--- src/core/gdpf_defines.svh ---
// constants for the pin function block
`ifndef GDPF_DEFINES_SVH
`define GDPF_DEFINES_SVH
`define GDPF_NPINS 15
`define GDPF_PIN_MAG 0
`define GDPF_PIN_GNSS 1
`define GDPF_PIN_PRESS 2
`define GDPF_PIN_ZERO 3
`define GDPF_PIN_STATE 4
`define GDPF_PIN_RAW 5
`define GDPF_PIN_EV1 6
`define GDPF_PIN_EV2 7
`define GDPF_PIN_PPS 8
`define GDPF_PIN_WHEEL 9
`define GDPF_PIN_WENC_A 10
`define GDPF_PIN_WENC_B 11
`define GDPF_PIN_GENC_A 12
`define GDPF_PIN_GENC_B 13
`define GDPF_PIN_DIR 14
`define GDPF_FN_PASS 15
`define GDPF_FN_PROTO_IN 16
`define GDPF_FN_PROTO_OUT 17
`define GDPF_FN_ALT_OUT 18
`define GDPF_NFN 19
`define GDPF_ID_STATE 8'h14
`define GDPF_ID_RAW 8'h1C
`define GDPF_ID_PASS 8'h0A
`define GDPF_CRC_INIT 16'hFFFF
`define GDPF_CRC_POLY 16'h1021
`define GDPF_W8 4'h1
`define GDPF_W16 4'h2
`define GDPF_W32 4'h4
`define GDPF_W64 4'h8
`define GDPF_CLK_NS 50
`define GDPF_MS_NS 1000000
`define GDPF_MS_CYCLES (`GDPF_MS_NS / `GDPF_CLK_NS)
`define GDPF_ALT_MAX_HZ 50
`define GDPF_ALT_MIN_MS (1000 / `GDPF_ALT_MAX_HZ)
`define GDPF_GIMBAL_CPR 16'h1000
`endif

--- src/core/gdpf_pkg.sv ---
// types for the pin function block
`default_nettype none
package gdpf_pkg;
  typedef enum logic [3:0] {
    GDPF_U8, GDPF_S8, GDPF_U16, GDPF_S16, GDPF_U32,
    GDPF_S32, GDPF_U64, GDPF_S64, GDPF_FP32, GDPF_FP64
  } gdpf_field_t;
  typedef enum logic [1:0] {
    GDPF_SER_IDLE = 2'b01,
    GDPF_SER_SEND = 2'b10
  } gdpf_ser_t;
endpackage
`default_nettype wire

--- src/core/gdpf_pin_functions.sv ---
// pin function logic: disables, triggers, events, encoders, serializer
`default_nettype none
`include "gdpf_defines.svh"
// Contract
// - magnetometer disable pin: low uses magnetometers, high stops them
// - receiver disable pin: low uses internal receiver, high disables it
// - pressure disable pin: low uses pressure sensor, high ignores it
// - zero-align rising edge makes current orientation the zero offset
// - pin alignment volatile, lost on reset unless host writes permanent
// - state trigger rising edge requests one system state packet
// - raw trigger rising edge requests one raw sensors packet
// - switches on trigger inputs are debounced outside the device
// - event rising edge latches flag, cleared after next packet output
// - time pulse input rising edge gives the timing reference
// - protocol output sends only packets requested via protocol input
// - wheel speed input counts each high pulse as one trigger
// - wheel encoder phases decoded together as quadrature pair
// - gimbal encoder phases decoded into gimbal azimuth angle
// - direction input valid only with wheel speed, marks reverse
// - passthrough forwards host bytes out, returns received bytes
// - alternative serial outputs run at most at 50 Hz
// - multi-byte protocol fields go least significant byte first
// - field widths 1, 2, 4 or 8 bytes by type
// - checksum CCITT, starts all ones, covers data bytes only
module gdpf_pin_functions
  import gdpf_pkg::*;
#(
  parameter int unsigned MS_CYCLES = `GDPF_MS_CYCLES
) (
  input  wire logic                   mclk,          // 20 MHz clock
  input  wire logic                   reset,         // sync, active high
  input  wire logic [`GDPF_NPINS-1:0] pin_in,        // asynchronous pins
  input  wire logic [`GDPF_NFN-1:0]   fn_sel,        // function enables
  input  wire logic                   dir_fwd_high,  // direction polarity
  input  wire logic [15:0]            cur_orient,    // present orientation
  input  wire logic                   align_wr,      // host alignment write
  input  wire logic                   align_perm,    // permanent flag
  input  wire logic [15:0]            align_val,     // host alignment value
  input  wire logic                   host_req_valid, // protocol request
  input  wire logic [7:0]             host_req_id,   // requested packet id
  input  wire logic                   pkt_req_ready, // packet engine ready
  input  wire logic                   pkt_done,      // packet output done
  input  wire logic                   pt_tx_valid,   // host passthrough byte
  input  wire logic [7:0]             pt_tx_byte,    // its data
  input  wire logic                   pt_rx_valid,   // byte from port
  input  wire logic [7:0]             pt_rx_byte,    // its data
  input  wire logic [15:0]            alt_period_ms, // alt output period
  input  wire logic                   fld_valid,     // field to serialize
  input  wire gdpf_field_t            fld_type,      // field type
  input  wire logic [63:0]            fld_value,     // field value
  input  wire logic                   crc_clear,     // start new payload
  input  wire logic                   ser_ready,     // byte sink ready
  output logic                        mag_off_q,     // magnetometers unused
  output logic                        gnss_off_q,    // receiver disabled
  output logic                        press_off_q,   // pressure ignored
  output logic [15:0]                 align_q,       // alignment offset
  output logic                        nv_wr_q,       // store alignment
  output logic                        pkt_req_valid_q, // packet request
  output logic [7:0]                  pkt_req_id_q,  // its packet id
  output logic                        ev1_q,         // event 1 flag
  output logic                        ev2_q,         // event 2 flag
  output logic                        pps_tick_q,    // time reference pulse
  output logic [31:0]                 wheel_cnt_q,   // signed pulse count
  output logic                        reverse_q,     // travel reversed
  output logic [31:0]                 wenc_cnt_q,    // wheel encoder count
  output logic [15:0]                 gimbal_az_q,   // gimbal azimuth counts
  output logic                        pt_out_valid_q, // byte to port
  output logic [7:0]                  pt_out_byte_q, // its data
  output logic                        pt_host_valid_q, // byte back to host
  output logic [7:0]                  pt_host_byte_q, // its data
  output logic                        alt_tick_q,    // alt output send
  output logic                        fld_ready_q,   // serializer free
  output logic                        ser_valid_q,   // serialized byte
  output logic [7:0]                  ser_byte_q,    // its data
  output logic [15:0]                 crc_q          // running checksum
);

  typedef struct packed {
    logic [`GDPF_NPINS-1:0] sync1;
    logic [`GDPF_NPINS-1:0] sync2;
    logic [`GDPF_NPINS-1:0] prev;
    logic        mag_off;
    logic        gnss_off;
    logic        press_off;
    logic [15:0] align;
    logic        nv_wr;
    logic        pend_state;
    logic        pend_raw;
    logic        pend_host;
    logic [7:0]  host_id;
    logic        req_valid;
    logic [7:0]  req_id;
    logic        ev1;
    logic        ev2;
    logic        pps_tick;
    logic [31:0] wheel_cnt;
    logic        reverse;
    logic [31:0] wenc_cnt;
    logic [15:0] gimbal_az;
    logic        pt_out_valid;
    logic [7:0]  pt_out_byte;
    logic        pt_host_valid;
    logic [7:0]  pt_host_byte;
    logic [15:0] ms_cnt;
    logic [15:0] alt_ms;
    logic        alt_tick;
    gdpf_ser_t   ser_st;
    logic [63:0] ser_sh;
    logic [3:0]  ser_left;
    logic        fld_ready;
    logic        ser_valid;
    logic [7:0]  ser_byte;
    logic [15:0] crc;
  } gdpf_state_t;

  gdpf_state_t s_q;
  gdpf_state_t s_d;

  // quadrature step: 2'b01 forward, 2'b11 backward, 2'b00 none or glitch
  function automatic logic [1:0] gdpf_quad(input logic [1:0] p,
                                           input logic [1:0] c);
    logic [3:0] t;
    t = {p, c};
    case (t)
      4'b0001, 4'b0111, 4'b1110, 4'b1000: gdpf_quad = 2'b01;
      4'b0010, 4'b1011, 4'b1101, 4'b0100: gdpf_quad = 2'b11;
      default: gdpf_quad = 2'b00;
    endcase
  endfunction

  function automatic logic [3:0] gdpf_width(input gdpf_field_t t);
    case (t)
      GDPF_U8, GDPF_S8:             gdpf_width = `GDPF_W8;
      GDPF_U16, GDPF_S16:           gdpf_width = `GDPF_W16;
      GDPF_U32, GDPF_S32, GDPF_FP32: gdpf_width = `GDPF_W32;
      default:                      gdpf_width = `GDPF_W64;
    endcase
  endfunction

  function automatic logic [15:0] gdpf_crc8(input logic [15:0] c,
                                            input logic [7:0] b);
    logic [15:0] r;
    r = c ^ {b, 8'h00};
    for (int i = 0; i < 8; i++) begin
      r = r[15] ? ((r << 1) ^ `GDPF_CRC_POLY) : (r << 1);
    end
    gdpf_crc8 = r;
  endfunction

  logic [`GDPF_NPINS-1:0] lvl;
  logic [`GDPF_NPINS-1:0] rise;
  logic [1:0]             wq;
  logic [1:0]             gq;
  logic [15:0]            alt_per;
  logic                   ser_adv;

  assign lvl  = s_q.sync2 & fn_sel[`GDPF_NPINS-1:0];
  assign rise = s_q.sync2 & ~s_q.prev & fn_sel[`GDPF_NPINS-1:0];
  assign wq = gdpf_quad({s_q.prev[`GDPF_PIN_WENC_A],
                         s_q.prev[`GDPF_PIN_WENC_B]},
                        {lvl[`GDPF_PIN_WENC_A], lvl[`GDPF_PIN_WENC_B]});
  assign gq = gdpf_quad({s_q.prev[`GDPF_PIN_GENC_A],
                         s_q.prev[`GDPF_PIN_GENC_B]},
                        {lvl[`GDPF_PIN_GENC_A], lvl[`GDPF_PIN_GENC_B]});
  // a period shorter than the rate ceiling is stretched, never refused
  assign alt_per = (alt_period_ms < 16'(`GDPF_ALT_MIN_MS)) ?
                   16'(`GDPF_ALT_MIN_MS) : alt_period_ms;
  assign ser_adv = !s_q.ser_valid || ser_ready;

  always_comb begin
    s_d = s_q;
    s_d.sync1 = pin_in;
    s_d.sync2 = s_q.sync1;
    s_d.prev  = s_q.sync2;
    s_d.mag_off   = lvl[`GDPF_PIN_MAG];
    s_d.gnss_off  = lvl[`GDPF_PIN_GNSS];
    s_d.press_off = lvl[`GDPF_PIN_PRESS];
    s_d.nv_wr = 1'b0;
    if (align_wr) begin
      s_d.align = align_val;
      s_d.nv_wr = align_perm;
    end else if (rise[`GDPF_PIN_ZERO]) begin
      s_d.align = cur_orient;
    end
    // triggers coalesce while their request is still pending
    if (rise[`GDPF_PIN_STATE]) s_d.pend_state = 1'b1;
    if (rise[`GDPF_PIN_RAW]) s_d.pend_raw = 1'b1;
    if (host_req_valid && fn_sel[`GDPF_FN_PROTO_IN] && !s_q.pend_host) begin
      s_d.pend_host = 1'b1;
      s_d.host_id   = host_req_id;
    end
    if (s_q.req_valid && pkt_req_ready) s_d.req_valid = 1'b0;
    if (!s_q.req_valid || pkt_req_ready) begin
      if (s_q.pend_state) begin
        s_d.req_valid  = 1'b1;
        s_d.req_id     = `GDPF_ID_STATE;
        s_d.pend_state = rise[`GDPF_PIN_STATE];
      end else if (s_q.pend_raw) begin
        s_d.req_valid = 1'b1;
        s_d.req_id    = `GDPF_ID_RAW;
        s_d.pend_raw  = rise[`GDPF_PIN_RAW];
      end else if (s_q.pend_host && fn_sel[`GDPF_FN_PROTO_OUT]) begin
        s_d.req_valid = 1'b1;
        s_d.req_id    = s_q.host_id;
        s_d.pend_host = 1'b0;
      end
    end
    // set wins over the clear by packet completion
    s_d.ev1 = (s_q.ev1 && !pkt_done) || rise[`GDPF_PIN_EV1];
    s_d.ev2 = (s_q.ev2 && !pkt_done) || rise[`GDPF_PIN_EV2];
    s_d.pps_tick = rise[`GDPF_PIN_PPS];
    s_d.reverse = lvl[`GDPF_PIN_DIR] & fn_sel[`GDPF_PIN_WHEEL] ? !dir_fwd_high
                : fn_sel[`GDPF_PIN_DIR] & fn_sel[`GDPF_PIN_WHEEL] &
                  dir_fwd_high;
    if (rise[`GDPF_PIN_WHEEL]) begin
      s_d.wheel_cnt = s_q.reverse ? s_q.wheel_cnt - 32'h0000_0001
                                  : s_q.wheel_cnt + 32'h0000_0001;
    end
    if (fn_sel[`GDPF_PIN_WENC_A] && fn_sel[`GDPF_PIN_WENC_B]) begin
      s_d.wenc_cnt = s_q.wenc_cnt + {{30{wq[1]}}, wq};
    end
    if (fn_sel[`GDPF_PIN_GENC_A] && fn_sel[`GDPF_PIN_GENC_B]) begin
      if (gq == 2'b01) begin
        s_d.gimbal_az = (s_q.gimbal_az == `GDPF_GIMBAL_CPR - 16'h0001) ?
                        16'h0000 : s_q.gimbal_az + 16'h0001;
      end else if (gq == 2'b11) begin
        s_d.gimbal_az = (s_q.gimbal_az == 16'h0000) ?
                        `GDPF_GIMBAL_CPR - 16'h0001
                        : s_q.gimbal_az - 16'h0001;
      end
    end
    // no buffer: a byte is held one cycle, the link side paces it
    s_d.pt_out_valid  = pt_tx_valid && fn_sel[`GDPF_FN_PASS];
    s_d.pt_out_byte   = pt_tx_byte;
    s_d.pt_host_valid = pt_rx_valid && fn_sel[`GDPF_FN_PASS];
    s_d.pt_host_byte  = pt_rx_byte;
    s_d.alt_tick = 1'b0;
    if (!fn_sel[`GDPF_FN_ALT_OUT]) begin
      s_d.ms_cnt = 16'h0000;
      s_d.alt_ms = 16'h0000;
    end else if (32'(s_q.ms_cnt) == MS_CYCLES - 1) begin
      s_d.ms_cnt = 16'h0000;
      if (s_q.alt_ms + 16'h0001 >= alt_per) begin
        s_d.alt_ms   = 16'h0000;
        s_d.alt_tick = 1'b1;
      end else begin
        s_d.alt_ms = s_q.alt_ms + 16'h0001;
      end
    end else begin
      s_d.ms_cnt = s_q.ms_cnt + 16'h0001;
    end
    if (crc_clear) s_d.crc = `GDPF_CRC_INIT;
    if (s_q.ser_valid && ser_ready) s_d.ser_valid = 1'b0;
    case (s_q.ser_st)
      GDPF_SER_IDLE: begin
        if (fld_valid && s_q.fld_ready) begin
          s_d.ser_sh    = fld_value;
          s_d.ser_left  = gdpf_width(fld_type);
          s_d.ser_st    = GDPF_SER_SEND;
          s_d.fld_ready = 1'b0;
        end
      end
      GDPF_SER_SEND: begin
        if (ser_adv && s_q.ser_left != 4'h0) begin
          s_d.ser_valid = 1'b1;
          s_d.ser_byte  = s_q.ser_sh[7:0];
          s_d.ser_sh    = {8'h00, s_q.ser_sh[63:8]};
          s_d.ser_left  = s_q.ser_left - 4'h1;
          s_d.crc = gdpf_crc8(crc_clear ? `GDPF_CRC_INIT : s_q.crc,
                              s_q.ser_sh[7:0]);
        end else if (s_q.ser_left == 4'h0) begin
          s_d.ser_st    = GDPF_SER_IDLE;
          s_d.fld_ready = 1'b1;
        end
      end
      default: begin
        s_d.ser_st    = GDPF_SER_IDLE;
        s_d.fld_ready = 1'b1;
      end
    endcase
  end

  always_ff @(posedge mclk) begin
    if (reset) begin
      s_q           <= '0;
      s_q.ser_st    <= GDPF_SER_IDLE;
      s_q.fld_ready <= 1'b1;
      s_q.crc       <= `GDPF_CRC_INIT;
    end else begin
      s_q <= s_d;
    end
  end

  assign mag_off_q       = s_q.mag_off;
  assign gnss_off_q      = s_q.gnss_off;
  assign press_off_q     = s_q.press_off;
  assign align_q         = s_q.align;
  assign nv_wr_q         = s_q.nv_wr;
  assign pkt_req_valid_q = s_q.req_valid;
  assign pkt_req_id_q    = s_q.req_id;
  assign ev1_q           = s_q.ev1;
  assign ev2_q           = s_q.ev2;
  assign pps_tick_q      = s_q.pps_tick;
  assign wheel_cnt_q     = s_q.wheel_cnt;
  assign reverse_q       = s_q.reverse;
  assign wenc_cnt_q      = s_q.wenc_cnt;
  assign gimbal_az_q     = s_q.gimbal_az;
  assign pt_out_valid_q  = s_q.pt_out_valid;
  assign pt_out_byte_q   = s_q.pt_out_byte;
  assign pt_host_valid_q = s_q.pt_host_valid;
  assign pt_host_byte_q  = s_q.pt_host_byte;
  assign alt_tick_q      = s_q.alt_tick;
  assign fld_ready_q     = s_q.fld_ready;
  assign ser_valid_q     = s_q.ser_valid;
  assign ser_byte_q      = s_q.ser_byte;
  assign crc_q           = s_q.crc;
endmodule
`default_nettype wire

--- config.mk ---
export PLATFORM = sky130hd
export DESIGN_NAME = gdpf_pin_functions
export DESIGN_NICKNAME = d
export VERILOG_FILES = /design/src/core/gdpf_pkg.sv /design/src/core/gdpf_pin_functions.sv
export VERILOG_INCLUDE_DIRS = /design/src /design/src/core
export SDC_FILE = /design/constraint.sdc
export NUM_CORES = 1
export LEC_CHECK = 0
export BUFFER_PORTS_ARGS = -buffer_cell sky130_fd_sc_hd__buf_2
export CAP_MARGIN = 10
export CORE_MARGIN = 2
export CORE_UTILIZATION = 35
export CTS_CLUSTER_SIZE = 16
export DETAILED_ROUTE_END_ITERATION = 10
export PLACE_DENSITY = 0.67
export RECOVER_POWER = 25
export SLEW_MARGIN = 0
export SYNTH_ARGS = -nofsm -noshare
export SYNTH_HDL_FRONTEND = slang
export SYNTH_SLANG_ARGS = --single-unit
--- constraint.sdc ---
create_clock -name mclk -period 4.4 [get_ports mclk]
set_clock_uncertainty 0.15 [all_clocks]
set_input_delay 0.66 -clock mclk [delete_from_list [all_inputs] [get_ports mclk]]
set_output_delay 0.66 -clock mclk [all_outputs]
set_load 0.01 [all_outputs]
Word-level counts from Yosys, hierarchy flattened
Memories as Yosys holds them, arrays and structs flattened. Cells that the tools add are included.

Memories: 2. Input bits: 187. Flip-flop bits (word level): 315. Logic and storage cells: 171. Output and inout port bits: 158. Bits in read-only memories: 64.

Memory list: (no name shown) (depth 16, bits a word 2, rd ports 1, clocked after memory_dff 0, wr ports 0, line gdpf_pin_functions.sv:124) `case (t)`; (no name shown) (depth 16, bits a word 2, rd ports 1, clocked after memory_dff 0, wr ports 0, line gdpf_pin_functions.sv:124).

Magnitude comparators: 2. Add/subtract/negate cells: 8. Eq/ne operators: 16. Bitwise operators: 19. Multiplexer cells: 47. Reductions and logical operators: 42.

Operator list (number): $mux 16 (9); $pmux 68 s2 (1); $mux 13 (8); $mux 71 (1); $mux 68 (1); $mux 25 (2); $add 16x1->16 const B (3); $mux 9 (5); $add 32x1->32 const B (1); $add 32x32->32 (1); $mux 32 (1); $sub 32x1->32 const B (1); $not 3->3 (8); $and 10x10->10 (2); $eq 16x12->1 const B (1); $eq 16x15->1 const B (1); $ge 16x16->1 (1); $logic_not 16->1 (1); $lt 16x5->1 const B (1); $sub 16x1->16 const B (1); $xor 16x16->16 (1); $and 15x15->15 (1); $logic_and 1x1->1 (13); $mux 1 (12); 26 further kinds (57).

Depth between registers and ports, before layout
Gate-level depths: netlist of run 1.

Depth in word-level cells: 20. Mapped depth: 18. Mapped depth without buffers: 17.

Worst setup path before layout of run 1
Ideal clock, no wire load.

Path type: input -> register. Start: in fn_sel[11]. End: reg s_q (netlist bit wenc_cnt_q[31]). Path slack: 347 ps. Stages on the path: 15. Setup time: 70 ps. Data required time: 4180 ps. Buffers on the path: 0. Data arrival time: 3832 ps. Cells stage by stage: nand2_1 inv_1 ha_1 mux4_2 ha_1 a211oi_1 o21ai_1 nand3_1 a21oi_1 nor2_1 o21ai_2 a221oi_1 xnor2_1 or3_1 a21oi_1.

Cells in the longest elaborated chain, start to end: 3. Elaborated cells between the ends (all ways): 4. Those cells by class: 1 x add/sub; 1 x bitwise; 1 x reduce/logical; 1 x memory.

RTL lines: start, declared (line gdpf_pin_functions.sv:33) `` input wire logic [`GDPF_NFN-1:0] fn_sel, ``; $and 15x15->15 (line gdpf_pin_functions.sv:157) `` assign lvl = s_q.sync2 & fn_sel[`GDPF_NPINS-1:0]; ``; $mem_v2 16x2; $add 32x32->32 (line gdpf_pin_functions.sv:220) `s_d.wenc_cnt = s_q.wenc_cnt + {{30{wq[1]}}, wq};`; end, declared (line gdpf_pin_functions.sv:116) `gdpf_state_t s_q;`.

Parallel ways exist; a longest one is shown, timed or not. A chain may end at the register's enable or synchronous reset.

Final worst setup path of run 1
Start: reg s_q (netlist bit s_d[282]). End: reg s_q (netlist bit wenc_cnt_q[31]).

Cells in the longest elaborated chain, start to end: 3.

RTL lines (line): $and 15x15->15 (gdpf_pin_functions.sv:157); $mem_v2 16x2; $add 32x32->32 (gdpf_pin_functions.sv:220).

Every way passes these cells.

==> summary.md, run 1 <==
| Metric | Value |
|---|---|
| Outcome | complete, but fails checks |
| Failing checks | max-capacitance violations, max-slew violations |
| RR Endpoint | wenc_cnt_q[31] |
| YS warnings | 0 |
| Crit path DAT | 4.38 ns |
| Routed wire length | 44900 µm |
| Synthesized net count | 2442 |
| Final min period | 4.09 ns |
| Total power | 0.00709 W |
| Fin worst setup slack | 0.314 ns |
| R2R depth | 15 |
| CP Capture Type | register |
| Register area | 0.00623 mm² |
| # H-tree levels | 2 |
| Rows | 81 |
| Synthesized area | 0.0173 mm² |
| IO buf count | 344 |
| Max-slew headroom | -42.0% |
| Setup TNS | 0 ns |
| Post-layout util | 40.6% |
| Clock-pin transition on the worst setup and hold timing paths | 0.06 ns |
| Routed length on met3 | 3260 µm |
| Die X | 226 µm |
| Post-synth top flop | dfxtp_1 |
| Initial antenna violation count | 7 |
| Top Metal Used | met5 |
| Yosys cell types | 70 |
| Most frequent cells in the layout | nand2_1 (325), dfxtp_1 (311), buf_2 (310), nor2_1 (205), a21oi_1 (178) |
| Post-route ant nets | 0 |
| Reg-to-reg startpoint | s_d[282] |
| Synthesis-to-finish area growth | 14.9% |
| Iteration-0 DRC Markers | 901 |
| CTS Buf Count | 38 |
| Setup repair bufs after CTS | 0 |
| Power per cell area | 357 mW/mm² |
| Worst hold slack | 0.164 ns |
| Die Height | 226 µm |
| Pleak | 8.72 nW |
| Max Freq | 0.245 GHz |
| Global-route wire length before repair | 71800 µm |
| I/O Pins | 345 |
| RePlAce Congestion | 0.889 |
| Mean area per synthesized cell | 7.99 µm² |
| Total global routing track utilization | 17.1% |
| WL met2 | 21100 µm |
| R2R setup slack | 0.31 ns |
| Max-Cap Viols | 2 |
| Clk_lat worst skew | 0.55 ns |
| Post-Place Worst Slack | -0.0662 ns |
| TritonCTS Sinks | 311 |
| M1 WL | 19500 µm |
| Slew Viols, Final | 255 |
| Initial Utilization | 35.4% |
| Largest net degree at the start of global routing | 156 |
| Worst endpoint required time | 4.69 ns |
| Seq/Total Area, Yosys | 36.0% |
| Final HPWL DP | 32700 µm |
| Last element of the critical path | wenc_cnt_q[31] |
| Hold Path Class | input pin to register |
| CTS tree | built |
| Least-Margin Pin Slew | 2.13 ns |
| Final net count | 2597 |
| Setup crit start | s_d[282] |
| RSZ-0062 raised after global routing | false |
| Fin crit share | 92.9% |
| Footprint of the multi-input gates | 0.00933 mm² |
| Commonest non-fill, non-tap cell in the layout | nand2_1 |
| Vias in the first global route | 14300 |
| Grt ovf | 0 |
| Gate Count Post-Synth | 2162 |
| Peak supply drop | 315 µV |
| Ys async rst share | 0% |
| FILL cells | 4985 |
| DRC viols | 0 |
| Finish-stage setup viols | 0 |
| Worst-path fanout max | 13 |
| Via total after detailed routing | 15100 |
| Via-to-Cell Ratio | 5.02 |
| Number of synthesized flops with an enable pin | 0 |
| CTS root buf | clkbuf_16 |
| Share of cells above drive strength 1 | 18.3% |
| Kind of critical path | register to register |
| CP Launch Type | register |
| Core area | 0.0488 mm² |
| Post-synthesis register bit count | 311 |
| Die footprint | 0.0512 mm² |
| Hold Vio Cnt, Final | 0 |
| Drt first pass iters | 5 |
| Routed len/inst | 14.9 µm |
| Clock buffer depth | 3 |
## flip-flops by register name, summed over array words and instances (netlist names)
signal           flops
pt_out_valid_q       1
ev2_q                1
crc_q               16
pkt_req_valid_q      1
align_q             16
gimbal_az_q         16
pps_tick_q           1
nv_wr_q              1
wenc_cnt_q          32
pt_host_valid_q      1
mag_off_q            1
ser_byte_q           8
ser_valid_q          1
alt_tick_q           1
pkt_req_id_q         8
s_d                 30
pt_host_byte_q       8
wheel_cnt_q         32
gnss_off_q           1
reverse_q            1
pt_out_byte_q        8
s_q                124
ev1_q                1
press_off_q          1
## cell families (layout without fill, tap and decap cells)
| family | after synthesis | after routing | share of synthesized area (%) |
|---|---|---|---|
| other | 0 | 4 | 0 |
| xor gates and xnor gates | 112 | 112 | 5.68 |
| adders and majority gates | 93 | 93 | 6.82 |
| muxes | 28 | 28 | 1.70 |
| buffers and inverters | 320 | 503 | 10.2 |
| AOI/OAI and AO/OA | 503 | 503 | 18.8 |
| DFF | 311 | 311 | 36.0 |
| and+or+nand+nor | 795 | 795 | 20.8 |
## cell usage after synthesis (all sizes together), types with 23 or more instances
| cell | number | share of area, % |
|---|---|---|
| nand2 | 326 | 7.1 |
| dfxtp | 311 | 36 |
| nor2 | 206 | 4.5 |
| a21oi | 178 | 5.2 |
| buf | 166 | 6.8 |
| clkbuf | 93 | 2.0 |
| ha | 91 | 6.6 |
| o21ai | 86 | 2.5 |
| xnor2 | 78 | 4.0 |
| nor2b | 71 | 2.6 |
| inv | 61 | 1.3 |
| a311oi | 58 | 2.9 |
| nand3 | 48 | 1.4 |
| a21o | 41 | 1.8 |
| xor2 | 34 | 1.7 |
| a211oi | 33 | 1.5 |
| nor3 | 32 | 0.96 |
| mux2i | 26 | 1.5 |
| and3 | 23 | 0.83 |
## routing by layer
metal,track usage (%),vias to the layer above
li1,-,7671
met2,29.0,379
met5,0,-
met1,20.7,7002
met4,5.18,6
met3,4.96,69
## critical path: stages, from the launching register on
cell      delay, ns
dfxtp_1        0.34
nand2_1        0.14
inv_1          0.09
ha_1           0.19
mux4_2         0.64
ha_1           0.36
a211oi_1       0.34
o21ai_1        0.17
nand3_1        0.13
a21oi_1        0.09
nor2_1         0.29
o21ai_2        0.15
a221oi_1       0.35
xnor2_1        0.11
or3_1          0.31
a21oi_1        0.13
## worst min path at each step
| stage | start | end | cells past startpoint |
|---|---|---|---|
| after floorplan | s_d[286] | s_d[271] | 1 |
| after global placement | s_d[288] | s_d[273] | 1 |
| after detailed placement | s_d[291] | s_d[276] | 1 |
| after CTS | pt_tx_byte[6] | pt_out_byte_q[6] | 2 |
| after global routing | pt_rx_byte[4] | pt_host_byte_q[4] | 2 |
| final | pt_tx_byte[6] | pt_out_byte_q[6] | 2 |
## stage by stage
stage / instance area [µm²] / std cells
global route: 19900 / 3012
CTS: 19900 / 3009
floorplan: 17300 / 2162
finish: 19900 / 3013
detailed placement: 18600 / 2941
global placement: 18600 / 2941
## cell type report
type	count	share of cell area (%)
antenna	4	0.0504
clock buffer	51	5.55
clock inverter	17	1.13
inverter	61	1.15
multi-input combinational	1531	47.0
sequential	311	31.4
tap	664	4.18
timing repair buffer	374	9.60
## report_power, final
part	total (W)	internal [W]	switching (W)	leakage (nW)
clock	0.00328	0.00200	0.00128	0.642
sequential	0.00302	0.00294	0.0000825	2.54
combinational	0.000787	0.000328	0.000459	5.54
## what timing repair did
item / CTS / global route
hold buffers: 0 / 0
gates resized for setup: 0 / 1
setup endpoints to repair: 0 / 2
Power figures use the tool's default switching activity.
==> inputs of run 2 (changes only) <==
--- a/config.mk
+++ b/config.mk
@@ -6,13 +6,14 @@
 export SDC_FILE = /design/constraint.sdc
 export NUM_CORES = 1
 export LEC_CHECK = 0
+export ABC_AREA = 1
 export BUFFER_PORTS_ARGS = -buffer_cell sky130_fd_sc_hd__buf_2
 export CAP_MARGIN = 10
 export CORE_MARGIN = 2
 export CORE_UTILIZATION = 35
 export CTS_CLUSTER_SIZE = 16
 export DETAILED_ROUTE_END_ITERATION = 10
-export PLACE_DENSITY = 0.67
+export PLACE_DENSITY = 0.61
 export RECOVER_POWER = 25
 export SLEW_MARGIN = 0
 export SYNTH_ARGS = -nofsm -noshare
==> summary.md, run 2 <==
| Metric | Value |
|---|---|
| Yosys cell types | 47 |
| RSZ-0062 raised after global routing | false |
| CP Launch Type | input pin |
| Max Freq | 0.265 GHz |
| Clk_lat worst skew | 0.56 ns |
| Most frequent cell after synthesis | nand2_1 |
| R2R setup slack | 0.90 ns |
| Final cell count without fillers | 4027 |
| Fin crit share | 85.8% |
| Post-synthesis register bit count | 311 |
| YS warnings | 0 |
| Post-synth top cells | nand2_1 (841), inv_1 (491), nor2_1 (392), dfxtp_1 (311), o21ai_0 (174) |
| Synthesis-to-finish area growth | 13.5% |
| CTS tree | built |
| TritonCTS Sinks | 311 |
| R2R depth | 15 |
| IO buf count | 344 |
| Max-slew headroom | -70.6% |
| Drt first pass iters | 5 |
| Crit-path leading delay family | buffers and inverters |
| Ys async rst share | 0% |
| Hold Path Class | input pin to register |
| Outcome | complete, but fails checks |
| Register area | 0.00623 mm² |
| Slew Viols, Final | 46 |
| Gate Count Post-Synth | 3086 |
| Reg-to-reg startpoint | s_d[282] |
| Clock buffer depth | 3 |
| Least-Margin Pin Slew | 2.56 ns |
| Worst endpoint required time | 4.69 ns |
| RePlAce Congestion | 0.927 |
| Die X | 241 µm |
| Most frequent cells in the layout | nand2_1 (840), inv_1 (490), nor2_1 (392), dfxtp_1 (311), buf_2 (311) |
| Clock-pin transition on the worst setup and hold timing paths | 0.06 ns |
| Pleak | 11.7 nW |
| Hold Vio Cnt, Final | 0 |
| Setup TNS | 0 ns |
| Die footprint | 0.0580 mm² |
| Power per cell area | 342 mW/mm² |
| Crit path DAT | 4.06 ns |
| Commonest non-fill, non-tap cell in the layout | nand2_1 |
| Rows | 86 |
| Share of cells above drive strength 1 | 13.4% |
| Largest net degree at the start of global routing | 122 |
| Final HPWL DP | 41700 µm |
| Synthesized area | 0.0196 mm² |
| Largest register FFs | 124 |
| Slowest library cell on the worst path | clkbuf_1 |
| Buf/Inv on CP | 3 |
| CTS Hold Bufs | 0 |
| RR Endpoint | wenc_cnt_q[12] |
| Grt ovf | 0 |
| Finish-stage setup viols | 0 |
| Via-to-Cell Ratio | 4.56 |
| Post-route ant nets | 0 |
| I/O Pins | 345 |
| Final net count | 3527 |
| Post-CTS resize count | 0 |
| Seq/Total Area, Yosys | 31.7% |
| Initial Utilization | 35.5% |
| Worst-path fanout max | 121 |
| CP Capture Type | register |
| Total global routing track utilization | 18.8% |
| Routed wire length | 55100 µm |
| Mean area per synthesized cell | 6.37 µm² |
| Via total after detailed routing | 18400 |
| FILL cells | 6057 |
| CTS Buf Count | 40 |
| CTS root buf | clkbuf_16 |
| Vias in the first global route | 17200 |
| Core area | 0.0553 mm² |
| Post-synth top area share | 31.7% |
| DRC viols | 0 |
| Global-route wire length before repair | 87900 µm |
| Number of synthesized flops with an enable pin | 0 |
| CP max stage delay | 1.78 ns |
| Placed cells | 3953 |
| Die Height | 241 µm |
| Initial antenna violation count | 8 |
| Last element of the critical path | s_q[242] |
| Final min period | 3.77 ns |
| # H-tree levels | 2 |
| Kind of critical path | input pin to register |
| Critical path depth | 5 |
| Footprint of the multi-input gates | 0.0100 mm² |
| Register bank with the most flops | s_q |
| Peak supply drop | 276 µV |
| Synth area leader | dfxtp_1 |
| Setup repair bufs after CTS | 0 |
| Critical path, cell by cell | clkbuf_1, clkinv_2, clkbuf_4, o21ai_0, a21oi_1 |
| Failing checks | max-capacitance violations, max-slew violations |
| Setup crit start | reset |
| Post-synth top flop | dfxtp_1 |
| Iteration-0 DRC Markers | 854 |
| Max-Cap Viols | 1 |
| Routed len/inst | 13.7 µm |
| Synth area leaders | dfxtp_1 (32%), nand2_1 (16%), inv_1 (9.4%) |
| Synthesized net count | 3366 |
run 2: cell count changes after synthesis, moves of 63 or more:
cell	delta
nor2_1	+186
xnor2_1	-66
o21ai_0	+96
inv_1	+430
nand3_1	+94
nor2b_1	-71
a31oi_1	+63
nand2_1	+515
run 2: stage by stage:
| step | power, W | hold slack (ns) | utilization (%) | setup slack [ns] | instance area [µm²] |
|---|---|---|---|---|---|
| 6_report | 0.00762 | 0.146 | 40.3 | 0.627 | 22300 |
| 5_1_grt | 0.00800 | 0.129 | 40.3 | 0.376 | 22300 |
| 4_1_cts | 0.00774 | 0.109 | 40.4 | 0.911 | 22400 |
| 3_5_place_dp | 0.00417 | 0.225 | 37.8 | 0.531 | 20900 |
| 3_3_place_gp | 0.00417 | 0.218 | 37.8 | 0.486 | 20900 |
| 2_1_floorplan | 0.00389 | 0.216 | - | 1.22 | 19600 |
run 2: per-layer routing:
metal	part of all wire, %	vias to the layer above	track usage (%)
met5	0.14	-	0
met4	2.5	14	5.46
met3	6.3	94	4.29
met2	46	419	31.5
met1	45	8052	24.0
li1	-	9775	-
run 2: tightest hold or removal path, delay by kind of cell:
kind / cells / cell delay [ns]
buffers and inverters: 2 / 0.10
and+or+nand+nor: 1 / 0.06
run 2: layout make-up:
| cell class | instances | share of cell area [%] |
|---|---|---|
| inverter | 502 | 8.47 |
| clock buffer | 55 | 5.23 |
| antenna | 1 | 0.0112 |
| sequential | 311 | 27.9 |
| clock inverter | 18 | 1.19 |
| multi-input combinational | 2034 | 45.0 |
| tap | 748 | 4.20 |
| timing repair buffer | 358 | 8.00 |
run 2: worst min-delay path by stage:
stage                              from          endpoint  slack (ns)  depth (start not counted)
after detailed placement       s_q[279]        pps_tick_q        0.22                          1
after global routing      pt_tx_byte[4]  pt_out_byte_q[4]        0.13                          3
after floorplan                s_q[279]        pps_tick_q        0.22                          1
after global placement         s_q[279]        pps_tick_q        0.22                          1
final                     pt_tx_byte[3]  pt_out_byte_q[3]        0.15                          3
after CTS                 pt_tx_byte[6]  pt_out_byte_q[6]        0.11                          3
run 2: cells by family after synthesis:
group,Yosys count,share of synthesized area (%)
compound gates,421,11.8
flops,311,31.7
buf+inv,741,17.3
xor+xnor,69,3.27
fa+ha+maj,93,6.00
simple gates,1451,29.9
run 2: power by group:
| part | switching (W) | total, W | internal, W | leakage (nW) |
|---|---|---|---|---|
| registers | 0.000108 | 0.00308 | 0.00297 | 2.55 |
| clock network | 0.00135 | 0.00352 | 0.00217 | 0.701 |
| logic | 0.000644 | 0.00102 | 0.000378 | 8.49 |
==> inputs of run 3 (changes only) <==
--- a/config.mk
+++ b/config.mk
@@ -6,15 +6,15 @@
 export SDC_FILE = /design/constraint.sdc
 export NUM_CORES = 1
 export LEC_CHECK = 0
-export ABC_AREA = 1
 export BUFFER_PORTS_ARGS = -buffer_cell sky130_fd_sc_hd__buf_2
 export CAP_MARGIN = 10
 export CORE_MARGIN = 2
 export CORE_UTILIZATION = 35
 export CTS_CLUSTER_SIZE = 16
 export DETAILED_ROUTE_END_ITERATION = 10
-export PLACE_DENSITY = 0.61
+export PLACE_DENSITY = 0.62
 export RECOVER_POWER = 25
+export SETUP_SLACK_MARGIN = 0.1
 export SLEW_MARGIN = 0
 export SYNTH_ARGS = -nofsm -noshare
 export SYNTH_HDL_FRONTEND = slang
==> summary.md, run 3 (synthesized netlist as in run 1, its figures left out) <==
| Metric | Value |
|---|---|
| Failing checks | max-capacitance violations, max-slew violations |
| Final HPWL DP | 33000 µm |
| CTS root buf | clkbuf_16 |
| Core area | 0.0488 mm² |
| Most frequent cells in the layout | nand2_1 (325), buf_2 (318), dfxtp_1 (311), nor2_1 (205), a21oi_1 (178) |
| Register bank with the most flops | s_q |
| Fin area | 0.0200 mm² |
| Via-to-Cell Ratio | 5.03 |
| IO buf count | 344 |
| Via total after detailed routing | 15200 |
| Post-route ant nets | 0 |
| Max Freq | 0.245 GHz |
| I/O Pins | 345 |
| Global-route wire length before repair | 72000 µm |
| Routed len/inst | 15.0 µm |
| Routed wire length | 45600 µm |
| CP Launch Type | register |
| Iteration-0 DRC Markers | 802 |
| Share of cells above drive strength 1 | 18.9% |
| Max-Cap Viols | 2 |
| Clock buffer depth | 3 |
| # H-tree levels | 2 |
| CP Capture Type | register |
| DRC viols | 0 |
| Outcome | complete, but fails checks |
| Kind of critical path | register to register |
| Reg-to-reg startpoint | s_d[282] |
| Worst-path fanout max | 7 |
| CTS Buf Count | 39 |
| Fin crit share | 92.9% |
| TritonCTS Sinks | 311 |
| Final net count | 2608 |
| Hold Crit Start | pt_rx_byte[7] |
| Total global routing track utilization | 17.2% |
| Hold Path Stages | 2 |
| Worst hold slack | 0.164 ns |
| R2R setup slack | 0.31 ns |
| Register share of total power | 42.2% |
| Drt first pass iters | 5 |
| Largest net degree at the start of global routing | 165 |
| Routed length on met3 | 3410 µm |
| CTS tree | built |
| Fin worst setup slack | 0.311 ns |
| R2R depth | 16 |
| M1 WL | 20400 µm |
| Worst endpoint required time | 4.72 ns |
| Setup TNS | 0 ns |
| Die footprint | 0.0512 mm² |
| Post-Place Worst Slack | -0.133 ns |
| Die Height | 226 µm |
| WHS Endpoint | pt_host_byte_q[7] |
| Clock Power Share | 46.7% |
| Rows | 81 |
| CTS Hold Bufs | 0 |
| Final min period | 4.09 ns |
| Initial antenna violation count | 8 |
| WL met2 | 20500 µm |
| Slew Viols, Final | 200 |
| Commonest non-fill, non-tap cell in the layout | nand2_1 |
| Psw | 0.00183 W |
| Internal power | 0.00533 W |
| Largest register FFs | 124 |
| Pleak | 8.82 nW |
| Grt ovf | 0 |
| Peak supply drop | 316 µV |
| Net Sw Frac | 25.6% |
| Least-Margin Pin Slew | 1.93 ns |
| Vias in the first global route | 14100 |
| Finish-stage setup viols | 0 |
| Logic pwr share | 11.0% |
| Hold Vio Cnt, Final | 0 |
| Clock-pin transition on the worst setup and hold timing paths | 0.07 ns |
| Max-slew headroom | -28.8% |
| Die X | 226 µm |
| Clk_lat worst skew | 0.56 ns |
| Top Metal Used | met5 |
| Hold Path Class | input pin to register |
| RR Endpoint | wenc_cnt_q[31] |
| Power per cell area | 359 mW/mm² |
| Crit path DAT | 4.41 ns |
| Synthesis-to-finish area growth | 15.5% |
| Placed Area | 0.0186 mm² |
| RePlAce Congestion | 0.893 |
| Initial Utilization | 35.4% |
| RSZ-0062 raised after global routing | false |
## run 3: timing repair
item | in CTS | in global routing
setup buffers | 0 | 2
setup endpoints to repair | 0 | 2
resized for setup | 0 | 1
## run 3: metal layers
layer | track usage (%) | vias up
li1 | - | 7699
met1 | 21.8 | 7041
met2 | 27.7 | 386
met3 | 5.41 | 77
met4 | 5.48 | 8
met5 | 0 | -
## run 3: worst max path at each step
stage | from | endpoint | slack [ns]
floorplan | fn_sel[11] | wenc_cnt_q[31] | 0.35
global placement | fn_sel[11] | wenc_cnt_q[31] | -0.02
detailed placement | fn_sel[11] | wenc_cnt_q[31] | -0.13
CTS | s_d[282] | wenc_cnt_q[31] | 0.27
global route | s_d[282] | wenc_cnt_q[31] | 0.13
finish | s_d[282] | wenc_cnt_q[31] | 0.31
## run 3: final cells by class
cell class                      count  area, µm²
Antenna cell                        5       12.5
Clock buffer                       51       1090
Clock inverter                     20        258
Fill cell                        4988      28900
Inverter                           61        229
Multi-Input combinational cell   1531       9330
Sequential cell                   311       6230
Tap cell                          664        831
Timing Repair Buffer              384       1990
## run 3: power by group through the flow
stage / clock network, W / registers (W) / logic (W)
6_report: 0.00335 / 0.00303 / 0.000791
5_1_grt: 0.00358 / 0.00304 / 0.000885
4_1_cts: 0.00346 / 0.00302 / 0.000796
3_5_place_dp: 0 / 0.00309 / 0.000792
3_3_place_gp: 0 / 0.00308 / 0.000777
2_1_floorplan: 0 / 0.00305 / 0.000596
## run 3: critical path, stage by stage (launching register included)
cell and delay [ns]:
dfxtp_1 0.34, nand2_1 0.13, inv_1 0.07, ha_1 0.20
mux4_2 0.56, buf_4 0.20, ha_1 0.37, a211oi_1 0.30
a32o_1 0.26, a21oi_1 0.10, nor2_1 0.22, o21ai_2 0.10
a221oi_2 0.32, buf_4 0.17, xnor2_1 0.07, or3_1 0.31
a21oi_1 0.14
## run 3: per-stage QoR
stage               instances  total power [W]  utilization (%)
finish                   3027          0.00716             40.9
global route             3026          0.00750             40.9
CTS                      3020          0.00728             40.9
detailed placement       2949          0.00388             38.1
global placement         2949          0.00386             38.1
floorplan                2162          0.00365                -
